<file path="config.mk">
export PLATFORM = sky130hd
export DESIGN_NAME = chb_host
export DESIGN_NICKNAME = d
export VERILOG_FILES = /design/src/common/chb_pkg.sv /design/src/logic/chb_host.sv /design/src/logic/chb_sync.sv
export VERILOG_INCLUDE_DIRS = /design/src /design/src/common
export SDC_FILE = /design/constraint.sdc
export NUM_CORES = 1
export LEC_CHECK = 0
export BUFFER_PORTS_ARGS = -buffer_cell sky130_fd_sc_hd__buf_2
export CAP_MARGIN = 15
export CORE_MARGIN = 10
export CORE_UTILIZATION = 55
export CTS_CLUSTER_SIZE = 12
export DETAILED_ROUTE_END_ITERATION = 16
export PLACE_DENSITY_LB_ADDON = 0.1
export SETUP_SLACK_MARGIN = 0.4
export SLEW_MARGIN = 5
export SYNTH_ARGS = -nofsm -noshare
export SYNTH_HDL_FRONTEND = slang
export SYNTH_SLANG_ARGS = --single-unit
</file>
<file path="constraint.sdc">
create_clock -name mclk_in -period 5.4 [get_ports mclk_in]
set_clock_uncertainty 0.15 [all_clocks]
set_input_delay 0.27 -clock mclk_in [delete_from_list [all_inputs] [get_ports mclk_in]]
set_output_delay 0.27 -clock mclk_in [all_outputs]
set_load 0.03 [all_outputs]
</file>
<file path="src/common/chb_map.svh">
`ifndef CHB_MAP_SVH
`define CHB_MAP_SVH
// Strobe timing in ns and derived cycle counts at 50 MHz
`define CHB_CLK_NS      20
`define CHB_SETUP_NS    70
`define CHB_STROBE_NS   170
`define CHB_HOLD_NS     30
`define CHB_SETUP_CYC   ((`CHB_SETUP_NS + `CHB_CLK_NS - 1) / `CHB_CLK_NS)
`define CHB_STROBE_CYC  ((`CHB_STROBE_NS + `CHB_CLK_NS - 1) / `CHB_CLK_NS)
`define CHB_HOLD_CYC    ((`CHB_HOLD_NS + `CHB_CLK_NS - 1) / `CHB_CLK_NS)
`define CHB_CNT_W       4
// IDE task file address width
`define CHB_IDE_ADDR_W  3
`endif

</file>
<file path="src/common/chb_pkg.sv">
package chb_pkg;
   // Bus cycle kinds requested by the user side
   typedef enum logic [2:0] {
      CHB_OP_MEM_RD  = 3'h0,
      CHB_OP_MEM_WR  = 3'h1,
      CHB_OP_IO_RD   = 3'h2,
      CHB_OP_IO_WR   = 3'h3,
      CHB_OP_ATTR_RD = 3'h4,
      CHB_OP_ATTR_WR = 3'h5
   } chb_op_t;
   // Interface mode of the card
   typedef enum logic [1:0] {
      CHB_MODE_MEM = 2'h0,
      CHB_MODE_IO  = 2'h1,
      CHB_MODE_IDE = 2'h2
   } chb_mode_t;
   // Cycle sequencer states
   typedef enum logic [2:0] {
      CHB_ST_IDLE  = 3'h0,
      CHB_ST_SETUP = 3'h1,
      CHB_ST_STRB  = 3'h2,
      CHB_ST_HOLD  = 3'h3,
      CHB_ST_DONE  = 3'h4
   } chb_state_t;
endpackage

</file>
<file path="src/logic/chb_host.sv">
`timescale 1ns/1ps
`include "chb_map.svh"
module chb_host
   import chb_pkg::*;
#(
   parameter int AW = 11
) (
   // Clock and reset
   input  wire logic          mclk_in,
   input  wire logic          nrst_in,
   // User command side
   input  wire logic          req_in,
   input  wire chb_op_t       op_in,
   input  wire logic          dma_in,
   input  wire logic          ide_in,
   input  wire logic          master_in,
   input  wire logic          byte_in,
   input  wire logic [AW-1:0] addr_in,
   input  wire logic          alt_in,
   input  wire logic [15:0]   wdata_in,
   output logic               busy_out,
   output logic               done_out,
   output logic [15:0]        rdata_out,
   output logic               present_out,
   output logic               input_acknowledge_n_seen_out,
   output logic               dma_pending_out,
   // Card pins
   output logic [AW-1:0]      addr_out,
   output logic [1:0]         card_enable_n_out,
   output logic               reg_n_out,
   output logic               oe_n_out,
   output logic               we_n_out,
   output logic               iord_n_out,
   output logic               iowr_n_out,
   output logic               dmack_n_out,
   output logic               ide_mode_select_n_out,
   output logic               master_slave_select_n_out,
   output logic               master_slave_select_oe_out,
   output logic [15:0]        data_out,
   output logic               data_oe_out,
   input  wire logic [15:0]   data_in,
   input  wire logic [1:0]    card_detect_n_in,
   input  wire logic          input_acknowledge_n_in,
   input  wire logic          dmarq_in
);
   localparam logic [`CHB_CNT_W-1:0] SETUP_C  = `CHB_CNT_W'(`CHB_SETUP_CYC);
   localparam logic [`CHB_CNT_W-1:0] STROBE_C = `CHB_CNT_W'(`CHB_STROBE_CYC);
   localparam logic [`CHB_CNT_W-1:0] HOLD_C   = `CHB_CNT_W'(`CHB_HOLD_CYC);

   // Synchronised pin inputs
   logic [19:0] pins_s;
   chb_sync #(.W(20)) u_sync (
      .mclk_in  (mclk_in),
      .nrst_in  (nrst_in),
      .async_in ({data_in, card_detect_n_in, input_acknowledge_n_in, dmarq_in}),
      .sync_out (pins_s)
   );
   logic [15:0] data_s;
   logic [1:0]  cd_s;
   logic        input_acknowledge_n_s;
   logic        dmarq_s;
   assign data_s   = pins_s[19:4];
   assign cd_s     = pins_s[3:2];
   assign input_acknowledge_n_s = pins_s[1];
   assign dmarq_s  = pins_s[0];

   // Enables from address bit 0 and width
   function automatic logic [1:0] enables(input logic a0, input logic bw);
      if (!bw)
         enables = 2'h0;               // Word: both low
      else if (a0)
         enables = 2'h2;               // Odd byte on low lanes via low enable
      else
         enables = 2'h2;               // Even byte via low enable
   endfunction

   // Sequencer state
   chb_state_t             st_q, st_d;
   logic [`CHB_CNT_W-1:0]  cnt_q, cnt_d;
   chb_op_t                op_q, op_d;
   logic                   dmac_q, dmac_d;     // Current cycle is DMA
   logic                   bw_q, bw_d;
   logic                   mode_ok_q, mode_ok_d;
   chb_mode_t              mode_q, mode_d;
   logic [AW-1:0]          addr_q, addr_d;
   logic [1:0]             ce_q, ce_d;
   logic                   reg_q, reg_d;
   logic                   oe_q, oe_d, we_q, we_d, iord_q, iord_d, iowr_q, iowr_d;
   logic                   dmack_q, dmack_d;
   logic [15:0]            wd_q, wd_d, rd_q, rd_d;
   logic                   doe_q, doe_d;
   logic                   done_q, done_d;
   logic                   inp_q, inp_d;
   logic                   is_rd, is_io;

   // Next state of the cycle sequencer
   always_comb begin
      st_d = st_q; cnt_d = cnt_q; op_d = op_q; dmac_d = dmac_q; bw_d = bw_q;
      mode_ok_d = 1'b1; mode_d = mode_q; addr_d = addr_q; ce_d = ce_q; reg_d = reg_q;
      oe_d = oe_q; we_d = we_q; iord_d = iord_q; iowr_d = iowr_q; dmack_d = dmack_q;
      wd_d = wd_q; rd_d = rd_q; doe_d = doe_q; done_d = 1'b0; inp_d = inp_q;
      is_rd = (op_q == CHB_OP_MEM_RD) || (op_q == CHB_OP_IO_RD) || (op_q == CHB_OP_ATTR_RD);
      is_io = (op_q == CHB_OP_IO_RD) || (op_q == CHB_OP_IO_WR);
      // Mode latched once after reset release
      if (!mode_ok_q)
         mode_d = ide_in ? CHB_MODE_IDE : CHB_MODE_IO;
      case (st_q)
         CHB_ST_IDLE: begin
            if (req_in && mode_ok_q) begin
               op_d = op_in;
               // DMA only when enabled and the card requests
               dmac_d = dma_in && dmarq_s && (mode_q == CHB_MODE_IDE);
               bw_d = byte_in && !(dma_in && mode_q == CHB_MODE_IDE);
               if (mode_q == CHB_MODE_IDE) begin
                  addr_d = AW'(addr_in[`CHB_IDE_ADDR_W-1:0]);
                  ce_d = (dma_in && dmarq_s) ? 2'h3 :
                         (alt_in ? 2'h1 : 2'h2);
               end else begin
                  addr_d = addr_in;
                  ce_d = enables(addr_in[0], byte_in);
               end
               // Attribute space low, common high, low for I/O
               reg_d = !((op_in == CHB_OP_ATTR_RD) || (op_in == CHB_OP_ATTR_WR) ||
                         (op_in == CHB_OP_IO_RD) || (op_in == CHB_OP_IO_WR));
               wd_d = wdata_in;
               inp_d = 1'b0;
               cnt_d = SETUP_C;
               st_d = CHB_ST_SETUP;
            end
         end
         CHB_ST_SETUP: begin
            if (dmac_q)
               dmack_d = 1'b0;
            doe_d = !is_rd;
            if (cnt_q <= 1) begin
               // Direction set by which strobe pulses
               if (is_io || dmac_q || mode_q == CHB_MODE_IDE) begin
                  iord_d = !is_rd;
                  iowr_d = is_rd;
               end else begin
                  oe_d = !is_rd;
                  we_d = is_rd;
               end
               cnt_d = STROBE_C;
               st_d = CHB_ST_STRB;
            end else
               cnt_d = cnt_q - 1'b1;
         end
         CHB_ST_STRB: begin
            if (!input_acknowledge_n_s && is_io && mode_q == CHB_MODE_IO)
               inp_d = 1'b1;
            if (cnt_q <= 1) begin
               if (is_rd)
                  rd_d = bw_q && addr_q[0] && mode_q != CHB_MODE_IDE ?
                         {8'h00, data_s[7:0]} : data_s;
               oe_d = 1'b1; we_d = 1'b1; iord_d = 1'b1;
               iowr_d = 1'b1;
               cnt_d = HOLD_C;
               st_d = CHB_ST_HOLD;
            end else
               cnt_d = cnt_q - 1'b1;
         end
         CHB_ST_HOLD: begin
            if (cnt_q <= 1) begin
               doe_d = 1'b0; ce_d = 2'h3; reg_d = 1'b1;
               dmack_d = 1'b1;
               st_d = CHB_ST_DONE;
            end else
               cnt_d = cnt_q - 1'b1;
         end
         default: begin
            done_d = 1'b1;
            st_d = CHB_ST_IDLE;
         end
      endcase
   end

   // Sequencer registers
   always_ff @(posedge mclk_in or negedge nrst_in) begin
      if (!nrst_in) begin
         st_q <= CHB_ST_IDLE; cnt_q <= '0; op_q <= CHB_OP_MEM_RD; dmac_q <= 1'b0;
         bw_q <= 1'b0; mode_ok_q <= 1'b0; mode_q <= CHB_MODE_IO; addr_q <= '0;
         ce_q <= 2'h3; reg_q <= 1'b1; oe_q <= 1'b1; we_q <= 1'b1; iord_q <= 1'b1;
         iowr_q <= 1'b1; dmack_q <= 1'b1; wd_q <= 16'h0000; rd_q <= 16'h0000;
         doe_q <= 1'b0; done_q <= 1'b0; inp_q <= 1'b0;
      end else begin
         st_q <= st_d; cnt_q <= cnt_d; op_q <= op_d; dmac_q <= dmac_d;
         bw_q <= bw_d; mode_ok_q <= mode_ok_d; mode_q <= mode_d; addr_q <= addr_d;
         ce_q <= ce_d; reg_q <= reg_d; oe_q <= oe_d; we_q <= we_d; iord_q <= iord_d;
         iowr_q <= iowr_d; dmack_q <= dmack_d; wd_q <= wd_d; rd_q <= rd_d;
         doe_q <= doe_d; done_q <= done_d; inp_q <= inp_d;
      end
   end

   // Status flops
   logic pres_q, pres_d, dp_q, dp_d, msn_q, msn_d, ide_q, ide_d, busy_q, busy_d;
   always_comb begin
      pres_d = (cd_s == 2'h0);
      dp_d = dma_in && (mode_q == CHB_MODE_IDE) && dmarq_s;
      // Drive the select pin to ground only when the card is to be master
      msn_d = master_in;
      // Pin follows the latched mode, so a later change of ide_in is ignored
      ide_d = (mode_d != CHB_MODE_IDE);
      busy_d = (st_d != CHB_ST_IDLE) || !mode_ok_d;
   end
   always_ff @(posedge mclk_in or negedge nrst_in) begin
      if (!nrst_in) begin
         pres_q <= 1'b0; dp_q <= 1'b0; msn_q <= 1'b0; ide_q <= 1'b1; busy_q <= 1'b1;
      end else begin
         pres_q <= pres_d; dp_q <= dp_d; msn_q <= msn_d; ide_q <= ide_d; busy_q <= busy_d;
      end
   end

   // Outputs straight from flops, except the select pin level, which is tied low
   assign busy_out = busy_q;
   assign done_out = done_q;
   assign rdata_out = rd_q;
   assign present_out = pres_q;
   assign input_acknowledge_n_seen_out = inp_q;
   assign dma_pending_out = dp_q;
   assign addr_out = addr_q;
   assign card_enable_n_out = ce_q;
   assign reg_n_out = reg_q;
   assign oe_n_out = oe_q;
   assign we_n_out = we_q;
   assign iord_n_out = iord_q;
   assign iowr_n_out = iowr_q;
   assign dmack_n_out = dmack_q;
   assign ide_mode_select_n_out = ide_q;
   assign master_slave_select_n_out = 1'b0;
   assign master_slave_select_oe_out = msn_q;   // Open when slave; card pulls up
   assign data_out = wd_q;
   assign data_oe_out = doe_q;

   // Assertions
   a_dmack_no_cs: assert property (@(posedge mclk_in) disable iff (!nrst_in)
      !dmack_q |-> ce_q == 2'h3) else $error("selects active with dma ack");
   a_one_strobe: assert property (@(posedge mclk_in) disable iff (!nrst_in)
      !(iord_q == 1'b0 && iowr_q == 1'b0)) else $error("both io strobes low");
   a_strobe_width: assert property (@(posedge mclk_in) disable iff (!nrst_in)
      $fell(iord_q) |-> !iord_q [*4]) else $error("read strobe too short");
   a_wr_data_held: assert property (@(posedge mclk_in) disable iff (!nrst_in)
      $rose(iowr_q) |-> doe_q) else $error("write data gone at rise");
   a_ide_addr: assert property (@(posedge mclk_in) disable iff (!nrst_in)
      mode_q == CHB_MODE_IDE && st_q != CHB_ST_IDLE |-> addr_q[AW-1:`CHB_IDE_ADDR_W] == '0)
      else $error("high ide address lines set");
   a_mode_stable: assert property (@(posedge mclk_in) disable iff (!nrst_in)
      mode_ok_q |=> $stable(mode_q)) else $error("mode changed after reset");
   a_reg_io_low: assert property (@(posedge mclk_in) disable iff (!nrst_in)
      !iord_q && mode_q == CHB_MODE_IO |-> !reg_q) else $error("reg high in io cycle");
   a_done_ends: assert property (@(posedge mclk_in) disable iff (!nrst_in)
      done_q |-> ce_q == 2'h3 ##1 !done_q) else $error("done not single");
   c_io_read: cover property (@(posedge mclk_in) disable iff (!nrst_in) $rose(iord_q) && !dmac_q);
   c_dma: cover property (@(posedge mclk_in) disable iff (!nrst_in) $fell(dmack_q));
   c_mem_wr: cover property (@(posedge mclk_in) disable iff (!nrst_in) $fell(we_q));
endmodule

</file>
<file path="src/logic/chb_sync.sv">
`timescale 1ns/1ps
// Two-flop synchroniser bank for pin inputs
module chb_sync #(
   parameter int W = 1
) (
   // Clock and reset
   input  wire logic         mclk_in,
   input  wire logic         nrst_in,
   // Asynchronous level in, synchronised level out
   input  wire logic [W-1:0] async_in,
   output logic      [W-1:0] sync_out
);
   logic [W-1:0] meta_q;   // First stage, read only by second
   logic [W-1:0] meta_d;
   logic [W-1:0] sync_q;   // Second stage
   logic [W-1:0] sync_d;
   // Next values
   always_comb begin
      meta_d = async_in;
      sync_d = meta_q;
   end
   // Registers, pins idle high
   always_ff @(posedge mclk_in or negedge nrst_in) begin
      if (!nrst_in) begin
         meta_q <= '1;
         sync_q <= '1;
      end else begin
         meta_q <= meta_d;
         sync_q <= sync_d;
      end
   end
   assign sync_out = sync_q;
endmodule

</file>
==> flow_metrics.tcl, run 1 <==
set metrics [dict create \
    status "finished, final reports clean" \
    crit_path_max_fanout 24 \
    die_y_um 108 \
    ioPinCount 118 \
    comb_power_share 0.333 \
    reg2reg_depth 3 \
    min_period_over_period 0.476 \
    intPower_w 0.00225 \
    drtAntennaViolNets 0 \
    portBuffers 116 \
    synth_ff_type "dfrtp_1" \
    synth.area.top_cells "dfrtp_1, dfstp_2, nand2_1, nand3_1, o21ai_0" \
    post-route-min-period_ps 2570 \
    peakVddDrop_v 0.000462 \
    grt_pass1_wl_mm 18.8 \
    clkLatencyLatePin_ps 500 \
    clock_path_buffers 2 \
    grt_pass1_vias 3693 \
    p_per_area_mw_per_mm2 614 \
    met1_usage 0.217 \
    top_usage_layer "met2" \
    synth-async-reset-ratio 1.00 \
    rsz0062_at_grt "no" \
    use_met3 0.0874 \
    initial_core_util 0.572 \
    dp_hpwl_mm 6.74 \
    sw_frac_of_total 0.389 \
    num_vias 3254 \
    syn-num-nets 412 \
    critical_path_class "flop to flop" \
    htree_num_levels 4 \
    grt_max_degree 66 \
    diodes 0 \
    setup_viol 0 \
    cts_tree "built" \
    fin_area_sq_mm 0.00601 \
    synth_top_area_share 0.374 \
    synthTopCellsByCount "nand2_1, dfrtp_1, dfstp_2, nand3_1, inv_1" \
    vias_per_cell 5.06 \
    cts_resized 0 \
    maxCapViolCount 0 \
    fp.dieArea_sq_mm 0.0116 \
    end_kind "flop" \
    syn_to_final_growth_pct 42.6 \
    crit_path_start_kind "flop" \
    ys_seq_elements 114 \
    slew_headroom 0.407 \
    total_power_w 0.00369 \
    netlist_instances 352 \
    hold_viol 0 \
    globalplace.congestion 0.842 \
    path_clk_slew_ps 60 \
    avgSynthCellArea_sq_um 12.0 \
    clockRootBuffer "clkbuf_8" \
    synthDistinctLibCells 44 \
    p_sw_w 0.00143 \
    maxSlewViolCount 0 \
    drc 0 \
    dr.pass1.iters 5 \
    drive_gt1_frac 0.393 \
    crit_arrival_ps 2810 \
    synth-edff-count 0 \
    hold_ws_ps 159 \
    die_w_um 108 \
    wire_per_inst_um 17.6 \
    post-synth-top-area-cell "dfrtp_1" \
    cts_buffers 17 \
    worstPathRequired_ps 5630 \
    synth.most_common_cell "nand2_1" \
    antenna_found_initial 0 \
    utilization 0.815 \
    synth-seq-area-share 0.692 \
    placed_area_sq_mm 0.00483 \
    grtUsageTotal 0.208 \
    pwr-share-clk 0.309 \
    rows 31 \
    hold_class "input port to flop" \
    yosys_warnings 0 \
    fmax_mhz 389 \
    pwr-share-seq 0.358 \
    grt-ovfl-total 0 \
    cts_sinks 114 \
    dr.first_iter.drc_count 124 \
    worstMarginPinSlew_ps 889 \
    coreArea_sq_mm 0.00737 \
    synthesis.area_sq_mm 0.00422 \
    drt_wl_total_mm 11.3 \
    nets 591 \
    finalSetupTns_ps 0 \
    power_leakage_nw 2.94 \
    min_path_cells 4 \
    nFillCells 396 \
    globalRouteMet2Util 0.362 \
]
==> layout make-up <==
type | count | area [sq um] | area share
Tap cell | 99 | 124 | 0.0206
Sequential cell | 114 | 2920 | 0.485
Clock inverter | 15 | 196 | 0.0327
Clock buffer | 17 | 414 | 0.0689
Inverter | 16 | 60.1 | 0.00999
Timing Repair Buffer | 176 | 1180 | 0.196
Multi-Input combinational cell | 206 | 1120 | 0.187
==> routing by layer <==
metal / share of wire / wire length [um]
met1: 0.37 / 4250
met2: 0.53 / 6000
met3: 0.085 / 960
met4: 0.012 / 137
met5: 0 / 0
==> placed cells by master, fill, tap and decap left out, types with 2 or more instances in the layout <==
master           n
nand2_1         99
a21o_1           2
nor2b_1          2
mux2_2           5
nor3_1           2
o31ai_1          2
clkbuf_16       16
dfstp_2         51
clkinvlp_4       2
a2bb2oi_2        2
o21ai_0         15
bufinv_16        3
o21a_1           3
a21oi_1          6
nor3b_1          2
dlygate4sd3_1   57
buf_2          115
inv_8            3
nor2_1           9
inv_6            5
a21boi_0         2
nand2b_1         5
inv_1           16
mux2_1           4
nand3_1         22
ha_1             2
nor4_4           2
dfrtp_1         63
buf_4            4
conb_1           2
==> worst max-delay path, cell delays in order (launching register included) <==
cell	delay (ps)
dfrtp_1	610
nor3b_1	420
and4b_1	850
mux2_2	410
==> logic make-up after synthesis <==
family,share of synthesized area
flip-flops,0.692
AND/OR/NAND/NOR,0.159
multiplexers,0.0240
buffers and inverters,0.0419
other,0.00178
AO/OA/AOI/OAI,0.0712
adder cells (fa/ha/maj),0.00594
XOR/XNOR,0.00416
==> path summary, 6_finish.rpt <==
check	startpoint	end	slack, ps
min in group asynchronous	nrst_in	rdata_out[15]	170
setup reg to reg	st_q[1]	rdata_out[3]	2830
setup / recovery	st_q[1]	rdata_out[3]	2830
hold reg to reg	u_sync.meta_q[17]	u_sync.sync_out[17]	200
hold / removal	req_in	busy_out	160
max in group asynchronous	nrst_in	data_out[7]	3750
==> per-stage QoR <==
step / setup WS, ps / cells
3_3_place_gp: 2970 / 554
2_1_floorplan: 3490 / 352
4_1_cts: 2800 / 643
3_5_place_dp: 2830 / 554
6_report: 2830 / 643
5_1_grt: 2620 / 643
==> flip-flops by register name (all words and copies together), names as in the netlist, 2 cells and up <==
name,cells
u_sync.meta_q,20
cnt_q,4
addr_out,11
op_q,3
st_q,3
mode_q,2
data_out,16
rdata_out,16
card_enable_n_out,2
u_sync.sync_out,20
==> timing repair <==
item | 4_1_cts | 5_1_grt
setup buffers | 0 | 0
endpoints found under the hold margin | 87 | 0
hold buffers | 57 | 0
==> power groups by stage <==
stage               sequential [W]  clock (W)  combinational, W
floorplan                  0.00168          0          0.000456
global placement           0.00130          0           0.00116
detailed placement         0.00132          0           0.00118
CTS                        0.00132    0.00116           0.00123
global route               0.00135    0.00121           0.00135
finish                     0.00132    0.00114           0.00123
(Power assumes the default switching activity.)
==> run 2: changes to the inputs <==
--- a/config.mk
+++ b/config.mk
@@ -9,7 +9,7 @@
 export BUFFER_PORTS_ARGS = -buffer_cell sky130_fd_sc_hd__buf_2
 export CAP_MARGIN = 15
 export CORE_MARGIN = 10
-export CORE_UTILIZATION = 55
+export CORE_UTILIZATION = 51
 export CTS_CLUSTER_SIZE = 12
 export DETAILED_ROUTE_END_ITERATION = 16
 export PLACE_DENSITY_LB_ADDON = 0.1
==> constraint.sdc (replaced) <==
create_clock -name mclk_in -period 2.6 [get_ports mclk_in]
set_clock_uncertainty 0.15 [all_clocks]
set_input_delay 0.13 -clock mclk_in [delete_from_list [all_inputs] [get_ports mclk_in]]
set_output_delay 0.13 -clock mclk_in [all_outputs]
set_load 0.03 [all_outputs]
==> run 2 against run 1 <==
Against the previous run:
- critical path type unchanged
- worst setup slack got worse by 2300 ps
- total power rose by 100%
- final area rose by 0.77%
- clock power rose by 86%
- combinational power rose by 110%
- critical path depth rose by 2
- maximum frequency rose by 24%
- highest routed layer unchanged
- first-iteration DRC count rose by 21%
==> flow_metrics.tcl, run 2 (same netlist as run 1, synthesis figures left out) <==
set metrics [dict create \
    status "finished, final reports clean" \
    num_vias 3248 \
    setup_slack_ps 521 \
    wire_per_inst_um 15.9 \
    fp.dieArea_sq_mm 0.0123 \
    slew_headroom 0.559 \
    cp_top_family "buffers and inverters" \
    grt_pass1_wl_mm 17.7 \
    globalplace.congestion 0.776 \
    power_leakage_nw 2.97 \
    grt_max_degree 55 \
    fmax_mhz 481 \
    rows 33 \
    drive_gt1_frac 0.401 \
    clock_path_buffers 2 \
    worstPathCellList "nor4_4, buf_4, nand3_1, dlygate4sd3_1, nand2_1" \
    cp.buffers_inverters 2 \
    end_kind "flop" \
    place_inst 568 \
    ioPinCount 118 \
    die_y_um 111 \
    hold_viol 0 \
    grt_pass1_vias 3537 \
    antenna_found_initial 1 \
    cpPeakStageDelay_ps 560 \
    grtUsageTotal 0.178 \
    drt_wl_total_mm 10.4 \
    nets 600 \
    hold_class "input port to async pin" \
    worstPathRequired_ps 2880 \
    post-route-min-period_ps 2080 \
    path_clk_slew_ps 60 \
    clockRootBuffer "clkbuf_8" \
    crit_path_top_delay_cell "dlygate4sd3_1" \
    instances_no_fill 659 \
    htree_num_levels 4 \
    crit_path_start_kind "flop" \
    maxSlewViolCount 0 \
    layout_common_cells "buf_2, nand2_1, dfrtp_1, dlygate4sd3_1, dfstp_2" \
    dr.first_iter.drc_count 150 \
    vias_per_cell 4.93 \
    min_period_over_period 0.800 \
    drtAntennaViolNets 0 \
    crit_arrival_ps 2360 \
    coreArea_sq_mm 0.00813 \
    setup_viol 0 \
    portBuffers 116 \
    hold_ws_ps 78.6 \
    drc 0 \
    total_power_w 0.00741 \
    rsz0062_at_grt "yes" \
    grt-ovfl-total 0 \
    worstMarginPinSlew_ps 661 \
    cts_sinks 114 \
    initial_core_util 0.518 \
    pre_cts_ws_ps 358 \
    cts_tree "built" \
    cts_buffers 17 \
    clkLatencyLatePin_ps 490 \
    crit_path_max_fanout 18 \
    critical_path_class "flop to flop" \
    peakVddDrop_v 0.000687 \
    syn_to_final_growth_pct 43.7 \
    p_per_area_mw_per_mm2 1220 \
    maxCapViolCount 0 \
    layout_commonest_cell "buf_2" \
    nFillCells 556 \
    die_w_um 111 \
    dr.pass1.iters 4 \
    finalSetupTns_ps 0 \
    dp_hpwl_mm 6.68 \
]
-- run 2: worst reg2reg max path, delay by kind of cell, from the launching register on --
| kind | cells | cell delay [ps] |
|---|---|---|
| DFF | 1 | 510 |
| and+or+nand+nor | 3 | 510 |
| buffers and inverters | 2 | 840 |
-- run 2: final timing paths --
path                                   start                  end  cells after the start  slack, ps
max                                  st_q[0]                 bw_q                      5        520
max in group asynchronous            nrst_in  u_sync.sync_out[18]                      3       1420
min reg2reg                u_sync.meta_q[13]  u_sync.sync_out[13]                      0        200
max reg2reg                          st_q[0]                 bw_q                      5        520
min                                  nrst_in             cnt_q[1]                      2         80
min in group mclk_in              data_in[3]     u_sync.meta_q[7]                      2        130
-- run 2: layout make-up --
type	count	area [sq um]	share of cell area
flip-flops and latches	114	2920	0.482
repair buffers	185	1260	0.208
multi-input cells	206	1130	0.187
clock buffers	21	439	0.0725
well taps	105	131	0.0217
clock inverters	11	114	0.0188
inverters	16	60.1	0.00992
diodes	1	2.50	0.000413
-- run 2: power breakdown --
part / leakage [nW] / internal [W] / switching (W)
registers: 1.32 / 0.00237 / 0.000303
logic: 1.38 / 0.000859 / 0.00174
clock network: 0.271 / 0.00138 / 0.000748
-- run 2: routing by layer --
layer  share of wire  up-vias  track usage
li1                -     1534            -
met2            0.50      113        0.288
met3           0.067       18       0.0698
met5               0        -            0
met4           0.024        0       0.0851
met1            0.41     1583        0.202
-- run 2: metrics by stage --
step	cell area [sq um]	utilization
floorplan	4220	-
global placement	4910	0.603
detailed placement	4910	0.603
CTS	6040	0.743
global route	6060	0.745
finish	6060	0.745
-- run 2: timing repair --
action / 4_1_cts / 5_1_grt
buffers inserted: 0 / 0
setup endpoints to repair: 16 / 19
hold endpoints to repair: 132 / 0
hold buffers: 58 / 0
resized for setup: 1 / 3
